### config.mk
export PLATFORM = sky130hd
export DESIGN_NAME = wkc_regs
export DESIGN_NICKNAME = d
export VERILOG_FILES = /design/src/wkc_pkg.sv /design/src/wkc_wake_timer.sv /design/src/wkc_regs.sv
export VERILOG_INCLUDE_DIRS = /design/src /design/src/src
export SDC_FILE = /design/constraint.sdc
export NUM_CORES = 1
export LEC_CHECK = 0
export ABC_AREA = 1
export BUFFER_PORTS_ARGS = -buffer_cell sky130_fd_sc_hd__buf_2
export CAP_MARGIN = 20
export CELL_PAD_IN_SITES_DETAIL_PLACEMENT = 0
export CELL_PAD_IN_SITES_GLOBAL_PLACEMENT = 1
export CORE_MARGIN = 5
export CORE_UTILIZATION = 34
export CTS_CLUSTER_DIAMETER = 30
export DETAILED_ROUTE_END_ITERATION = 12
export PLACE_DENSITY = 0.94
export SETUP_SLACK_MARGIN = 0.2
export SYNTH_ARGS = -nofsm -noshare
export SYNTH_HDL_FRONTEND = slang
export SYNTH_SLANG_ARGS = --single-unit
export TNS_END_PERCENT = 100
### constraint.sdc
create_clock -name pclk -period 1.85 [get_ports pclk]
set_input_delay 0.37 -clock pclk [delete_from_list [all_inputs] [get_ports pclk]]
set_output_delay 0.37 -clock pclk [all_outputs]
set_load 0.02 [all_outputs]
### src/wkc_cfg.svh
// Offsets, field positions, reset values and counts of the wakeup/config bank.
// Assumes inclusion by bare name from the package and the design modules.
`ifndef WKC_CFG_SVH
`define WKC_CFG_SVH

// Register indices; byte address is four times the index
`define WKC_IDX_PORT_A     8'h00
`define WKC_IDX_KEY_SC     8'h01
`define WKC_IDX_KEY_IE     8'h02
`define WKC_IDX_CFG_TWO    8'h1e
`define WKC_IDX_CFG_ONE    8'h1f

// Port A data fields
`define WKC_PA_WAKE_BIT    6

// Key status control fields
`define WKC_KS_PEND_BIT    3
`define WKC_KS_ACK_BIT     2
`define WKC_KS_MASK_BIT    1

// Key interrupt enable fields
`define WKC_KE_WAKE_BIT    6

// Config two fields
`define WKC_C2_PUOFF_BIT   7
`define WKC_C2_IRQ_PIN_EN_BIT   6
`define WKC_C2_OSC_BIT     1
`define WKC_C2_RESET_PIN_EN_BIT   0

// Config one fields
`define WKC_C1_PSEL_BIT    7
`define WKC_C1_LSTOP_BIT   6
`define WKC_C1_LROFF_BIT   5
`define WKC_C1_LPOFF_BIT   4
`define WKC_C1_TRIP_BIT    3
`define WKC_C1_SHORT_STOP_RECOVERY_BIT   2

// Reset values
`define WKC_CFG_ONE_RST    8'h00
`define WKC_CFG_TWO_RST    8'h00

// Cycle counts
`define WKC_WAKE_SHORT     512
`define WKC_WAKE_LONG      16384
`define WKC_WDOG_SHORT     8176
`define WKC_WDOG_LONG      262128
`define WKC_REC_SHORT      32
`define WKC_REC_LONG       4096

`endif

### src/wkc_pkg.sv
// Types shared by the wakeup/config register bank.
// Assumes wkc_cfg.svh is on the include path.
`include "wkc_cfg.svh"

package wkc_pkg;

  // Wakeup counter states
  typedef enum logic [1:0] {
    WKC_IDLE = 2'b01,
    WKC_RUN  = 2'b10
  } wkc_tmr_e;

  // Option outputs toward the rest of the chip
  typedef struct packed {
    logic        osc_keep_in_stop;
    logic        main_osc_off;
    logic        lvi_monitor_on;
    logic        lvi_reset_en;
    logic        lvi_5v_sel;
    logic        irq_pullup_en;
    logic        irq_pin_func;
    logic        reset_pin_func;
    logic [17:0] wdog_cycles;
    logic [12:0] recovery_cycles;
  } wkc_opts_s;

endpackage

### src/wkc_wake_timer.sv
// Wakeup period generator counting ticks of the selected wakeup clock.
// Assumes tick inputs are one-cycle enables synchronous to pclk.
`timescale 1ns/1ns
`default_nettype none
`include "wkc_cfg.svh"

module wkc_wake_timer
  import wkc_pkg::*;
#(
  parameter int WAKE_LONG = `WKC_WAKE_LONG
) (
  // Clock, reset, enable
  input  wire logic pclk,
  input  wire logic presetn,
  input  wire logic ce,
  // Control
  input  wire logic stop_mode,
  input  wire logic period_short,
  input  wire logic tick,
  // Result
  output logic      overflow
);

  typedef struct packed {
    wkc_tmr_e    st;
    logic [14:0] cnt;
    logic        ovf;
  } wkc_tmr_s;

  wkc_tmr_s st_q;
  wkc_tmr_s next_st;
  logic [14:0] limit;

  // Terminal count for the selected period
  assign limit = period_short ? 15'(`WKC_WAKE_SHORT - 1)
                              : 15'(WAKE_LONG - 1);
  assign overflow = st_q.ovf;

  // Counter idle out of stop, restarted at entry
  always_comb begin
    next_st = st_q;
    next_st.ovf = 1'b0;
    case (st_q.st)
      WKC_IDLE: begin
        next_st.cnt = 15'h0000;
        if (stop_mode) begin
          next_st.st = WKC_RUN;
        end
      end
      WKC_RUN: begin
        if (!stop_mode) begin
          next_st.st  = WKC_IDLE;
          next_st.cnt = 15'h0000;
        end else if (tick) begin
          if (st_q.cnt >= limit) begin
            next_st.cnt = 15'h0000;
            next_st.ovf = 1'b1;
          end else begin
            next_st.cnt = st_q.cnt + 15'h0001;
          end
        end
      end
      default: begin
        next_st.st  = WKC_IDLE;
        next_st.cnt = 15'h0000;
      end
    endcase
  end

  // State register
  always_ff @(posedge pclk or negedge presetn) begin
    if (!presetn) begin
      st_q <= '{st: WKC_IDLE, cnt: 15'h0000, ovf: 1'b0};
    end else if (ce) begin
      st_q <= next_st;
    end
  end

  // Counter never runs outside stop
  chk_idle_out_stop: assert property (
    @(posedge pclk) disable iff (!presetn)
    (ce && !stop_mode) |=> (st_q.cnt == 15'h0000) && !st_q.ovf)
    else $error("wakeup counter active outside stop");

endmodule
`default_nettype wire

### src/wkc_regs.sv
// APB register bank for stop-mode wakeup, key status and option registers.
// Assumes pins and ticks synchronous to pclk; por_n is the power-on reset.
`timescale 1ns/1ns
`default_nettype none
`include "wkc_cfg.svh"

module wkc_regs
  import wkc_pkg::*;
#(
  parameter int WAKE_LONG = `WKC_WAKE_LONG,
  parameter int WDOG_LONG = `WKC_WDOG_LONG
) (
  // Clock, resets, enable
  input  wire logic        pclk,
  input  wire logic        presetn,
  input  wire logic        por_n,
  input  wire logic        ce,
  // APB slave
  input  wire logic        psel,
  input  wire logic        penable,
  input  wire logic        pwrite,
  input  wire logic [9:0]  paddr,
  input  wire logic [31:0] pwdata,
  output logic [31:0]      prdata,
  output logic             pready,
  output logic             pslverr,
  // Chip status
  input  wire logic        stop_mode,
  input  wire logic        lvi_stop_exit,
  input  wire logic [5:0]  port_a_pins,
  input  wire logic        key_pin_req,
  input  wire logic        wake_rc_osc,
  input  wire logic        bus_clk_x2_a,
  // Interrupt and wakeup
  output logic             key_irq,
  output logic             stop_wakeup,
  // Options
  output wkc_opts_s        opts
);

  // Main state
  typedef struct packed {
    logic        wake_latch;
    logic        kbd_latch;
    logic        key_irq_mask;
    logic        wake_irq_en;
    logic        irq_pullup_off;
    logic        irq_pin_en;
    logic        osc_run_in_stop;
    logic [7:0]  config_one;
    logic        one_done;
    logic        two_done;
    logic [31:0] rdata;
  } wkc_state_s;

  // Bits kept across all but power-on reset
  typedef struct packed {
    logic reset_pin_en;
    logic lvi_trip_sel;
  } wkc_por_s;

  wkc_state_s st_q;
  wkc_state_s next_st;
  wkc_por_s   por_q;
  wkc_por_s   next_por;

  logic [7:0] idx;
  logic       setup;
  logic       wr;
  logic       mapped;
  logic       wake_tick;
  logic       wake_ovf;
  logic       pending;

  // Address index decode
  function automatic logic is_mapped(input logic [7:0] i);
    is_mapped = (i == `WKC_IDX_PORT_A) || (i == `WKC_IDX_KEY_SC) ||
                (i == `WKC_IDX_KEY_IE) || (i == `WKC_IDX_CFG_TWO) ||
                (i == `WKC_IDX_CFG_ONE);
  endfunction

  // Bus decode
  assign idx     = paddr[9:2];
  assign mapped  = is_mapped(idx) && (paddr[1:0] == 2'b00);
  assign setup   = psel && !penable;
  assign wr      = psel && penable && pwrite && ce && mapped;
  assign pready  = ce;
  assign pslverr = psel && penable && !mapped;
  assign prdata  = st_q.rdata;

  // Wakeup clock selection
  assign wake_tick = st_q.osc_run_in_stop ? bus_clk_x2_a : wake_rc_osc;

  wkc_wake_timer #(
    .WAKE_LONG (WAKE_LONG)
  ) u_timer (
    .pclk         (pclk),
    .presetn      (presetn),
    .ce           (ce),
    .stop_mode    (stop_mode),
    .period_short (st_q.config_one[`WKC_C1_PSEL_BIT]),
    .tick         (wake_tick),
    .overflow     (wake_ovf)
  );

  // Shared interrupt and stop wakeup
  assign pending     = st_q.wake_latch || st_q.kbd_latch;
  assign key_irq     = pending && !st_q.key_irq_mask;
  assign stop_wakeup = key_irq && stop_mode;

  // Read data mux, sampled in the setup cycle
  function automatic logic [31:0] read_word(input logic [7:0] i,
                                            input wkc_state_s s,
                                            input wkc_por_s p,
                                            input logic [5:0] pins,
                                            input logic pend);
    read_word = 32'h0000_0000;
    case (i)
      `WKC_IDX_PORT_A: begin
        read_word[5:0] = pins;
        read_word[`WKC_PA_WAKE_BIT] = s.wake_latch;
      end
      `WKC_IDX_KEY_SC: begin
        // Upper nibble and ack read as zero
        read_word[`WKC_KS_PEND_BIT] = pend;
        read_word[`WKC_KS_MASK_BIT] = s.key_irq_mask;
      end
      `WKC_IDX_KEY_IE: begin
        read_word[`WKC_KE_WAKE_BIT] = s.wake_irq_en;
      end
      `WKC_IDX_CFG_TWO: begin
        read_word[`WKC_C2_PUOFF_BIT] = s.irq_pullup_off;
        read_word[`WKC_C2_IRQ_PIN_EN_BIT] = s.irq_pin_en;
        read_word[`WKC_C2_OSC_BIT]   = s.osc_run_in_stop;
        read_word[`WKC_C2_RESET_PIN_EN_BIT] = p.reset_pin_en;
      end
      `WKC_IDX_CFG_ONE: begin
        read_word[7:0] = s.config_one;
        read_word[`WKC_C1_TRIP_BIT] = p.lvi_trip_sel;
      end
      default: begin
        read_word = 32'h0000_0000;
      end
    endcase
  endfunction

  // Next state of registers and latches
  always_comb begin
    next_st  = st_q;
    next_por = por_q;
    if (setup && !pwrite) begin
      // Unmapped or misaligned reads return zero
      next_st.rdata = mapped ? read_word(idx, st_q, por_q, port_a_pins,
                                         pending) : 32'h0000_0000;
    end
    // Ack clears both latches; a new event in the same cycle wins
    if (wr && idx == `WKC_IDX_KEY_SC) begin
      next_st.key_irq_mask = pwdata[`WKC_KS_MASK_BIT];
      if (pwdata[`WKC_KS_ACK_BIT]) begin
        next_st.wake_latch = 1'b0;
        next_st.kbd_latch  = 1'b0;
      end
    end
    if (wr && idx == `WKC_IDX_KEY_IE) begin
      next_st.wake_irq_en = pwdata[`WKC_KE_WAKE_BIT];
    end
    if (wr && idx == `WKC_IDX_CFG_TWO && !st_q.two_done) begin
      next_st.two_done        = 1'b1;
      next_st.irq_pullup_off  = pwdata[`WKC_C2_PUOFF_BIT];
      next_st.irq_pin_en      = pwdata[`WKC_C2_IRQ_PIN_EN_BIT];
      next_st.osc_run_in_stop = pwdata[`WKC_C2_OSC_BIT];
      next_por.reset_pin_en   = pwdata[`WKC_C2_RESET_PIN_EN_BIT];
    end
    if (wr && idx == `WKC_IDX_CFG_ONE && !st_q.one_done) begin
      next_st.one_done      = 1'b1;
      next_st.config_one    = pwdata[7:0];
      next_por.lvi_trip_sel = pwdata[`WKC_C1_TRIP_BIT];
    end
    if (wake_ovf && st_q.wake_irq_en) begin
      next_st.wake_latch = 1'b1;
    end
    if (key_pin_req) begin
      next_st.kbd_latch = 1'b1;
    end
  end

  // Registers cleared by presetn only
  always_ff @(posedge pclk or negedge presetn) begin
    if (!presetn) begin
      st_q <= '{
        wake_latch:      1'b0,
        kbd_latch:       1'b0,
        key_irq_mask:    1'b0,
        wake_irq_en:     1'b0,
        irq_pullup_off:  1'b0,
        irq_pin_en:      1'b0,
        osc_run_in_stop: 1'b0,
        config_one:      `WKC_CFG_ONE_RST,
        one_done:        1'b0,
        two_done:        1'b0,
        rdata:           32'h0000_0000
      };
    end else if (ce) begin
      st_q <= next_st;
    end
  end

  // Registers cleared by power-on reset only
  always_ff @(posedge pclk or negedge por_n) begin
    if (!por_n) begin
      por_q <= '{reset_pin_en: 1'b0, lvi_trip_sel: 1'b0};
    end else if (ce) begin
      por_q <= next_por;
    end
  end

  // Option outputs
  always_comb begin
    opts = '0;
    opts.osc_keep_in_stop = st_q.osc_run_in_stop;
    opts.main_osc_off     = stop_mode && !st_q.osc_run_in_stop;
    opts.lvi_monitor_on   = !st_q.config_one[`WKC_C1_LPOFF_BIT] &&
                            (!stop_mode ||
                             st_q.config_one[`WKC_C1_LSTOP_BIT]);
    opts.lvi_reset_en     = opts.lvi_monitor_on &&
                            !st_q.config_one[`WKC_C1_LROFF_BIT];
    opts.lvi_5v_sel       = por_q.lvi_trip_sel;
    opts.irq_pullup_en    = !st_q.irq_pullup_off;
    opts.irq_pin_func     = st_q.irq_pin_en;
    opts.reset_pin_func   = por_q.reset_pin_en;
    opts.wdog_cycles      = st_q.config_one[`WKC_C1_PSEL_BIT] ?
                            18'(`WKC_WDOG_SHORT) : 18'(WDOG_LONG);
    opts.recovery_cycles  = (st_q.config_one[`WKC_C1_SHORT_STOP_RECOVERY_BIT] &&
                             !lvi_stop_exit) ?
                            13'(`WKC_REC_SHORT) :
                            13'(`WKC_REC_LONG);
  end

  // Ack in the same write clears pending unless a new event arrives
  chk_ack_clears: assert property (
    @(posedge pclk) disable iff (!presetn)
    (wr && idx == `WKC_IDX_KEY_SC && pwdata[`WKC_KS_ACK_BIT] &&
     !key_pin_req && !wake_ovf) |=> !pending)
    else $error("key ack did not clear pending request");

  // Key status upper nibble and ack read zero
  chk_ksc_zero: assert property (
    @(posedge pclk) disable iff (!presetn)
    (ce && setup && !pwrite && idx == `WKC_IDX_KEY_SC) |=>
      (prdata[7:4] == 4'h0) && !prdata[`WKC_KS_ACK_BIT])
    else $error("key status reserved or ack bit read nonzero");

  // Overflow with enable sets the latch
  chk_ovf_latch: assert property (
    @(posedge pclk) disable iff (!presetn)
    (ce && wake_ovf && st_q.wake_irq_en) |=> st_q.wake_latch)
    else $error("overflow did not set wake latch");

  // No latching while enable is clear
  chk_no_latch_dis: assert property (
    @(posedge pclk) disable iff (!presetn)
    (ce && !st_q.wake_latch && !st_q.wake_irq_en) |=> !st_q.wake_latch)
    else $error("wake latch set while disabled");

  // Interrupt gated by mask
  chk_mask_blocks: assert property (
    @(posedge pclk) disable iff (!presetn)
    st_q.key_irq_mask |-> !key_irq && !stop_wakeup)
    else $error("masked request raised interrupt");

  // Second config write ignored
  chk_cfg_once: assert property (
    @(posedge pclk) disable iff (!presetn)
    (st_q.one_done && wr && idx == `WKC_IDX_CFG_ONE) |=>
      $stable(st_q.config_one))
    else $error("config one changed after first write");

  // Long recovery after low-voltage exit
  chk_lvi_long_rec: assert property (
    @(posedge pclk) disable iff (!presetn)
    lvi_stop_exit |-> opts.recovery_cycles == 13'(`WKC_REC_LONG))
    else $error("short recovery after low-voltage exit");

  // Main oscillator off in stop without keep option
  chk_osc_off: assert property (
    @(posedge pclk) disable iff (!presetn)
    (stop_mode && !st_q.osc_run_in_stop) |-> opts.main_osc_off)
    else $error("main oscillator left running in stop");

  // Read of port A returns the latch at bit 6
  chk_pa_latch: assert property (
    @(posedge pclk) disable iff (!presetn)
    (ce && setup && !pwrite && mapped && idx == `WKC_IDX_PORT_A) |=>
      prdata[`WKC_PA_WAKE_BIT] == $past(st_q.wake_latch))
    else $error("port A bit 6 does not show wake latch");

endmodule
`default_nettype wire

==> results of run 1 <==
==> where the power goes <==
group          internal (mW)  switching, mW  leakage, nW  total [mW]
registers              0.994         0.0146        0.546        1.01
logic                  0.201          0.348         1.44       0.549
clock network          0.303          0.363       0.0434       0.666
==> cell usage after synthesis, types with 2 or more instances <==
master,instances
inv_1,47
o22ai_1,2
buf_2,2
nor2_1,34
o21ai_2,2
conb_1,2
nand2_2,3
nand3_2,3
o21ai_1,2
nand3_1,16
nand2_1,98
a31oi_1,3
ha_1,9
o21bai_1,3
nor2_2,5
buf_4,64
nor2_4,3
nor3_1,5
a21oi_1,15
o211ai_1,3
nand4_1,9
o21ai_0,29
dfrtp_1,43
==> critical path, cell delays in order (launching register included) <==
cell,delay [ps]
dfrtp_1,390
ha_1,230
nand4_2,170
nor3_1,290
nand2_1,150
nand3_4,170
inv_6,60
o211ai_1,100
nand2_1,70
==> metal layers <==
layer | vias to the layer above | wire, um | global-route usage (%)
met5 | - | 0 | 0
met4 | 0 | 123 | 4.75
met3 | 10 | 407 | 2.55
met2 | 82 | 4040 | 21.4
met1 | 1269 | 3300 | 17.5
li1 | 1401 | - | -
==> layout make-up <==
type	instances	share of cell area, %
Clock buffer	6	2.12
Clock inverter	2	0.385
Inverter	49	4.84
Multi-Input combinational cell	306	44.6
Sequential cell	44	28.3
Tap cell	111	3.56
Timing Repair Buffer	94	16.3
==> cells by family (layout without fill, tap and decap cells) <==
| family | Yosys count | count (layout) | synth area share, % |
|---|---|---|---|
| adders and majority gates | 9 | 9 | 3.56 |
| xor gates and xnor gates | 1 | 1 | 0.277 |
| buffers and inverters | 116 | 151 | 21.8 |
| other | 2 | 48 | 0.238 |
| DFF | 44 | 44 | 34.9 |
| and+or+nand+nor | 184 | 184 | 27.7 |
| AOI/OAI and AO/OA | 64 | 64 | 11.5 |
==> final timing paths <==
check,end,cells past startpoint
max,u_timer.st_q[12],8
min,u_timer.st_q[8],2
max reg2reg,u_timer.st_q[12],8
min reg2reg,prdata[0],2
max in group asynchronous,st_q[41],2
min in group pclk,st_q[47],3
==> timing repair <==
| action | CTS | global route |
|---|---|---|
| gates cloned | 1 | 0 |
| setup endpoints to repair | 16 | 19 |
| gates resized for setup | 25 | 43 |
| hold buffers | 1 | 0 |
| endpoints found under the hold margin | 2 | 0 |
| pin swaps | 4 | 16 |
| setup buffers | 8 | 6 |
==> sequential cells by signal, summed over array words and instances, names as in the netlist <==
| signal | cells |
|---|---|
| u_timer.st_q | 17 |
| st_q | 14 |
| opts | 4 |
| prdata | 8 |
| u_timer.overflow | 1 |
==> through the flow <==
| stage | setup WS, ps | util, % |
|---|---|---|
| after floorplan | 203 | - |
| after global placement | 54.7 | 37.4 |
| after detailed placement | 25.7 | 37.4 |
| after CTS | 125 | 40.6 |
| after global routing | 22.0 | 42.6 |
| final | 121 | 42.6 |
==> impl_metrics.py, run 1 <==
metrics = {
    "status": {
        "outcome": "finished clean",
    },
    "worst_setup_path": {
        "crit_required_ps": 2040,
        "critPathArrivalTime_ps": 1920,
        "path_max_fanout": 6,
        "crit_path_start": "u_timer.st_q[1]",
        "cp-end-kind": "flop",
        "crit_type": "reg -> reg",
        "startpoint_type": "flop",
        "r2r_start": "u_timer.st_q[1]",
        "ff2ff_setup_slack_ps": 120,
    },
    "place": {
        "post_dp_cell_area_um2": 3420,
        "dp_hpwl_um": 5880,
        "placed_cells": 588,
        "port_buffers": 62,
        "gp_congestion": 0.867,
    },
    "timing": {
        "setup_viol": 0,
        "drv_slew": 0,
        "clock_skew_ps": 6.41,
        "hold_viol": 0,
        "min_period_over_period_pct": 93.5,
        "worst_pin_slew_ps": 549,
        "min_period_ps": 1730,
        "relSlewSlack_pct": 63.4,
        "fin_tns_setup_ps": 0,
        "holdWs_ps": 128,
        "rsz0062_at_grt": "true",
        "max_freq_ghz": 0.578,
    },
    "synthesis": {
        "ys_seq_area_share_pct": 34.9,
        "synth_top_area_share_pct": 34.0,
        "netlist_instances": 420,
        "syn_area_um2": 3160,
        "async_reset_ff_share_pct": 100,
        "synth_area_leader_cell": "dfrtp_1",
        "ys_types": 41,
        "synth_warnings": 0,
        "ys_ff_latch": 44,
        "synth-main-ff-cell": "dfrtp_1",
        "avgSynthCellArea_um2": 7.53,
        "synth_edf_count": 0,
        "synth_area_leaders": "dfrtp_1, buf_4, nand2_1",
    },
    "global_route": {
        "grt_start_max_net_pins": 43,
        "grt_pass1_wl_um": 12100,
        "grt_pass1_vias": 2612,
        "grt_overflow": 0,
        "antenna_found_initial": 0,
        "globalRouteTotalUtil_pct": 13.2,
    },
    "cts": {
        "clock_sinks": 44,
        "cts_buffers": 5,
        "cts_tree": "built",
        "clockBufferDepth": 2,
        "htreeDepth": 2,
        "clkTransAtPathRegs_ps": 90,
        "worst_skew_pair.late_latency_ps": 300,
        "clock-root-buffer": "clkbuf_8",
    },
    "pwr": {
        "finalPower_mw": 2.22,
        "p_leak_nw": 2.03,
        "ir_drop_mv": 0.273,
        "powerDensity_nw_per_um2": 570,
    },
    "detailed_routing": {
        "wirelength_um": 7860,
        "drt_iter0_markers": 117,
        "viasPerCell": 4.51,
        "final_antenna_net_count": 0,
        "vias": 2762,
        "drc": 0,
        "first_pass_iters": 4,
        "wl_per_cell_um": 12.8,
    },
    "die": {
        "start_util_pct": 34.5,
        "row_count": 35,
        "dieWidth_um": 106,
        "dieArea_um2": 11300,
        "die_y_um": 106,
        "core_um2": 9150,
        "io_pins": 135,
    },
    "layout": {
        "drive_gt1_share_pct": 32.9,
        "final_area_um2": 3900,
        "final_cell_mix": "nand2_1, buf_2, conb_1",
        "regArea_um2": 1100,
        "stdcell_count": 612,
        "final_nets": 569,
        "multi_input_comb_area_um2": 1740,
        "area_growth_syn_to_layout_pct": 23.4,
        "fillers": 894,
        "layout_commonest_cell": "nand2_1",
        "antennaDiodeCount": 0,
    },
    "hold_path": {
        "hold_class": "in -> async",
    },
    "run": {
        "drv_cap": 0,
    },
}
Power figures use the tool's default switching activity.
==> run 2: changes to the inputs <==
PLACE_DENSITY = unset   (was 0.94)
PLACE_DENSITY_LB_ADDON = 0.1   (was unset)
==> impl_metrics.py, run 2 (synthesis results as in run 1) <==
metrics = {
    "worst_setup_path": {
        "ff2ff_setup_slack_ps": 70,
        "worst_path_max_delay_cell": "dfrtp_2",
        "crit_type": "reg -> reg",
        "r2r_start": "st_q[41]",
        "r2r_cells": 7,
        "cp-end-kind": "flop",
        "critPathArrivalTime_ps": 1980,
        "slowest_delay_ps": 500,
        "crit_path_start": "st_q[41]",
        "crit_required_ps": 2050,
        "path_max_fanout": 6,
        "rr_endpoint": "u_timer.overflow",
        "crit_chain": "ha_4 > a21oi_2 > nor2_2 > nor3_4 > nand3_4 > buf_6 > a22o_1",
        "startpoint_type": "flop",
        "crit_end": "u_timer.overflow",
    },
    "layout": {
        "regArea_um2": 1100,
        "layout_commonest_cell": "nand2_1",
        "fillers": 989,
        "largest-register": "u_timer.st_q",
        "area_growth_syn_to_layout_pct": 21.6,
        "antennaDiodeCount": 0,
        "largest_register_ff_count": 17,
        "drive_gt1_share_pct": 31.9,
        "stdcell_count": 612,
        "multi_input_comb_area_um2": 1730,
        "final_cell_mix": "nand2_1, buf_2, conb_1",
        "final_nets": 569,
    },
    "cts": {
        "htreeDepth": 2,
        "clockBufferDepth": 2,
        "clkTransAtPathRegs_ps": 100,
        "cts_buffers": 5,
        "clock_sinks": 44,
        "clock-root-buffer": "clkbuf_8",
        "worst_skew_pair.late_latency_ps": 300,
        "cts_tree": "built",
    },
    "timing": {
        "hold_viol": 0,
        "setup_viol": 0,
        "rsz0062_at_grt": "true",
        "max_freq_ghz": 0.562,
        "min_period_over_period_pct": 96.3,
        "clock_skew_ps": 16.0,
        "drv_slew": 0,
        "holdWs_ps": 31.9,
        "min_period_ps": 1780,
    },
    "pwr": {
        "p_int_mw": 1.46,
        "comb_power_share_pct": 22.1,
        "finalPower_mw": 2.13,
        "powerDensity_nw_per_um2": 555,
        "power.switching_mw": 0.675,
        "switching_share_pct": 31.6,
        "p_leak_nw": 2.01,
        "p_clk_share_pct": 30.5,
        "seqPwrFrac_pct": 47.4,
        "ir_drop_mv": 0.253,
    },
    "die": {
        "io_pins": 135,
        "row_count": 35,
        "dieWidth_um": 106,
        "die_y_um": 106,
        "core_um2": 9150,
        "start_util_pct": 34.5,
        "dieArea_um2": 11300,
    },
    "detailed_routing": {
        "vias": 2779,
        "wl_per_cell_um": 13.7,
        "first_pass_iters": 4,
        "wl_met1_um": 3840,
        "final_antenna_net_count": 0,
        "wl_met3_um": 400,
        "wirelength_um": 8360,
        "top_layer_used": "met4",
        "drt_iter0_markers": 53,
        "drc": 0,
        "viasPerCell": 4.54,
        "met2_length_um": 4030,
    },
    "status": {
        "outcome": "finished clean",
    },
    "place": {
        "dp_hpwl_um": 6530,
        "port_buffers": 62,
        "gp_congestion": 0.793,
        "placed_cells": 595,
    },
    "run": {
        "drv_cap": 0,
    },
    "global_route": {
        "globalRouteTotalUtil_pct": 14.6,
        "grt_pass1_wl_um": 13300,
        "antenna_found_initial": 0,
        "grt_overflow": 0,
        "grt_pass1_vias": 2691,
        "grt_start_max_net_pins": 43,
    },
    "hold_path": {
        "hold_class": "in -> async",
    },
}
==> run 2: cell count changes in the layout (fill, tap and decap cells not counted), moves of 3 or more <==
cell     delta
a21oi_1     +3
a21oi_2     -3
buf_2       +4
buf_6       -4
nand2_1     +4
nand2_2     -3
==> run 2: routing by layer <==
| metal | global-route usage (%) | vias up |
|---|---|---|
| met5 | 0 | - |
| met4 | 3.47 | 0 |
| met3 | 2.00 | 6 |
| met2 | 24.0 | 85 |
| met1 | 20.2 | 1295 |
| li1 | - | 1393 |
==> run 2: repair_timing <==
action | in CTS | in global routing
buffers inserted | 1 | 7
endpoints found under the setup margin | 17 | 20
endpoints found under the hold margin | 2 | 0
hold buffers | 1 | 0
resized for setup | 20 | 35
pin swaps | 6 | 12
==> run 2: worst min-delay path by stage <==
stage,slack [ps],start,to,cells after the start
6_report,30,presetn,u_timer.st_q[6],2
4_1_cts,40,presetn,u_timer.st_q[6],2
3_5_place_dp,160,por_n,opts[31],1
2_1_floorplan,70,por_n,opts[31],0
5_1_grt,50,presetn,u_timer.st_q[7],2
3_3_place_gp,160,por_n,opts[34],1
==> run 2: power groups by stage <==
stage | sequential [mW] | combinational, mW | clock [mW]
detailed placement | 1.04 | 0.401 | 0
global placement | 1.03 | 0.398 | 0
floorplan | 1.03 | 0.345 | 0
global route | 1.01 | 0.527 | 0.706
finish | 1.01 | 0.472 | 0.651
CTS | 1.02 | 0.416 | 0.670
==> run 2: layout make-up <==
type | instances | area share (%)
multi-input cells | 306 | 45.1
flip-flops and latches | 44 | 28.7
repair buffers | 94 | 15.3
inverters | 49 | 4.92
well taps | 111 | 3.61
clock buffers | 8 | 2.34
==> run 2: per-stage QoR <==
step / instance area [um^2] / utilization [%] / worst slack (ps) / TNS (ps)
2_1_floorplan: 3350 / - / 203 / 0
3_3_place_gp: 3480 / 38.0 / 32.8 / 0
3_5_place_dp: 3480 / 38.0 / 15.0 / 0
4_1_cts: 3670 / 40.1 / 62.5 / 0
5_1_grt: 3840 / 42.0 / -42.4 / -52.2
6_report: 3840 / 42.0 / 69.3 / 0
==> run 2: worst max-delay path: cells and delay by family (launching register included) <==
kind                       cells  cell delay, ps
and+or+nand+nor                3             480
buffers and inverters          1             160
adders and majority gates      1             260
AOI/OAI and AO/OA              2             300
DFF                            1             500
==> run 3: changes to the inputs <==
BUFFER_PORTS_ARGS = -buffer_cell sky130_fd_sc_hd__clkbuf_2   (was -buffer_cell sky130_fd_sc_hd__buf_2)
==> impl_metrics.py, run 3 (synthesis results as in run 1) <==
metrics = {
    "layout": {
        "largest-register": "u_timer.st_q",
        "area_growth_syn_to_layout_pct": 27.3,
        "final_cell_mix": "nand2_1, clkbuf_2, conb_1",
        "final_nets": 577,
        "layout_commonest_cell": "nand2_1",
        "drive_gt1_share_pct": 35.0,
        "final_core_util_pct": 44.0,
        "antennaDiodeCount": 0,
        "largest_register_ff_count": 17,
        "final_area_um2": 4030,
        "fillers": 976,
        "multi_input_comb_area_um2": 1780,
        "regArea_um2": 1100,
    },
    "pwr": {
        "p_clk_share_pct": 34.4,
        "power.switching_mw": 0.695,
        "seqPwrFrac_pct": 45.4,
        "p_int_mw": 1.54,
        "switching_share_pct": 31.1,
        "p_leak_nw": 2.09,
        "finalPower_mw": 2.23,
        "ir_drop_mv": 0.291,
        "comb_power_share_pct": 20.2,
        "powerDensity_nw_per_um2": 555,
    },
    "place": {
        "port_buffers": 62,
        "dp_hpwl_um": 6520,
        "place_ws_ps": 19.2,
        "gp_congestion": 0.827,
        "post_dp_cell_area_um2": 3480,
    },
    "detailed_routing": {
        "wirelength_um": 8610,
        "wl_per_cell_um": 13.9,
        "first_pass_iters": 4,
        "final_antenna_net_count": 0,
        "vias": 2867,
        "drc": 0,
        "viasPerCell": 4.62,
        "drt_iter0_markers": 57,
    },
    "worst_setup_path": {
        "crit_required_ps": 2050,
        "startpoint_type": "flop",
        "worst_path_max_delay_cell": "dfrtp_2",
        "cp-end-kind": "flop",
        "r2r_start": "st_q[41]",
        "slowest_delay_ps": 500,
        "critPathArrivalTime_ps": 1970,
        "rr_endpoint": "u_timer.st_q[15]",
        "crit_end": "u_timer.st_q[15]",
        "crit_chain": "ha_4 > nand4_1 > buf_4 > nor3_4 > nand2_2 > nand3_4 > nor2_1 > o21a_1",
        "ff2ff_setup_slack_ps": 70,
        "crit_path_start": "st_q[41]",
        "r2r_cells": 8,
        "crit_type": "reg -> reg",
        "path_max_fanout": 6,
    },
    "global_route": {
        "antenna_found_initial": 0,
        "grt_pass1_vias": 2881,
        "grt_pass1_wl_um": 14000,
        "grt_start_max_net_pins": 43,
        "grt_overflow": 0,
        "globalRouteTotalUtil_pct": 15.4,
    },
    "timing": {
        "relSlewSlack_pct": 66.9,
        "max_freq_ghz": 0.563,
        "min_period_over_period_pct": 96.1,
        "min_period_ps": 1780,
        "clock_skew_ps": 12.9,
        "rsz0062_at_grt": "true",
        "hold_viol": 0,
        "setup_viol": 0,
        "fin_tns_setup_ps": 0,
        "drv_slew": 0,
        "worst_pin_slew_ps": 495,
        "setup_slack_ps": 73.0,
    },
    "status": {
        "outcome": "finished clean",
    },
    "die": {
        "dieArea_um2": 11300,
        "row_count": 35,
        "start_util_pct": 34.5,
        "dieWidth_um": 106,
        "io_pins": 135,
        "die_y_um": 106,
        "core_um2": 9150,
    },
    "cts": {
        "clkTransAtPathRegs_ps": 100,
        "cts_tree": "built",
        "clock_sinks": 44,
        "worst_skew_pair.late_latency_ps": 310,
        "clock-root-buffer": "clkbuf_8",
        "htreeDepth": 2,
        "cts_buffers": 5,
        "clockBufferDepth": 2,
    },
    "run": {
        "drv_cap": 0,
    },
    "hold_path": {
        "hold_class": "in -> async",
    },
}
[run 3: worst max-delay path, delay by kind of cell, from the launching register on]
kind	cells	cell delay [ps]
AOI/OAI and AO/OA	1	180
adders and majority gates	1	310
and+or+nand+nor	5	510
buffers and inverters	1	170
DFF	1	500
[run 3: power groups by stage]
stage	Sequential (mW)	Clock (mW)	Combinational, mW
2_1_floorplan	1.03	0	0.345
5_1_grt	1.02	0.842	0.511
6_report	1.01	0.769	0.451
3_5_place_dp	1.03	0	0.401
4_1_cts	1.02	0.792	0.435
3_3_place_gp	1.03	0	0.399
[run 3: final cells by class]
cell class                      count  share of cell area [%]
Clock buffer                        6                    1.80
Timing Repair Buffer              102                    17.5
Tap cell                          111                    3.45
Sequential cell                    44                    27.4
Multi-Input combinational cell    306                    44.2
Clock inverter                      2                   0.870
Inverter                           49                    4.82
[run 3: worst min path at each step]
stage | from | end | slack [ps] | cells after the start
floorplan | por_n | opts[31] | 70 | 0
global placement | por_n | opts[34] | 160 | 1
detailed placement | por_n | opts[31] | 160 | 1
CTS | presetn | u_timer.st_q[6] | 40 | 2
global route | presetn | st_q[35] | 40 | 2
finish | presetn | u_timer.st_q[6] | 20 | 2
[run 3: repair_timing]
| item | 4_1_cts | 5_1_grt |
|---|---|---|
| endpoints found under the setup margin | 17 | 30 |
| hold buffers | 1 | 0 |
| endpoints found under the hold margin | 2 | 0 |
| pin swaps | 21 | 18 |
| setup buffers | 13 | 3 |
| resized for setup | 50 | 41 |
[run 3: layer usage]
metal	GRT usage (%)	wire (um)
met1	20.4	3870
met5	0	0
met3	2.49	335
met4	4.75	113
met2	25.7	4300
[run 3: through the flow]
stage | cells | hold WS (ps)
floorplan | 466 | 74.4
global placement | 595 | 160
detailed placement | 595 | 161
CTS | 617 | 37.9
global route | 620 | 39.3
finish | 620 | 16.9
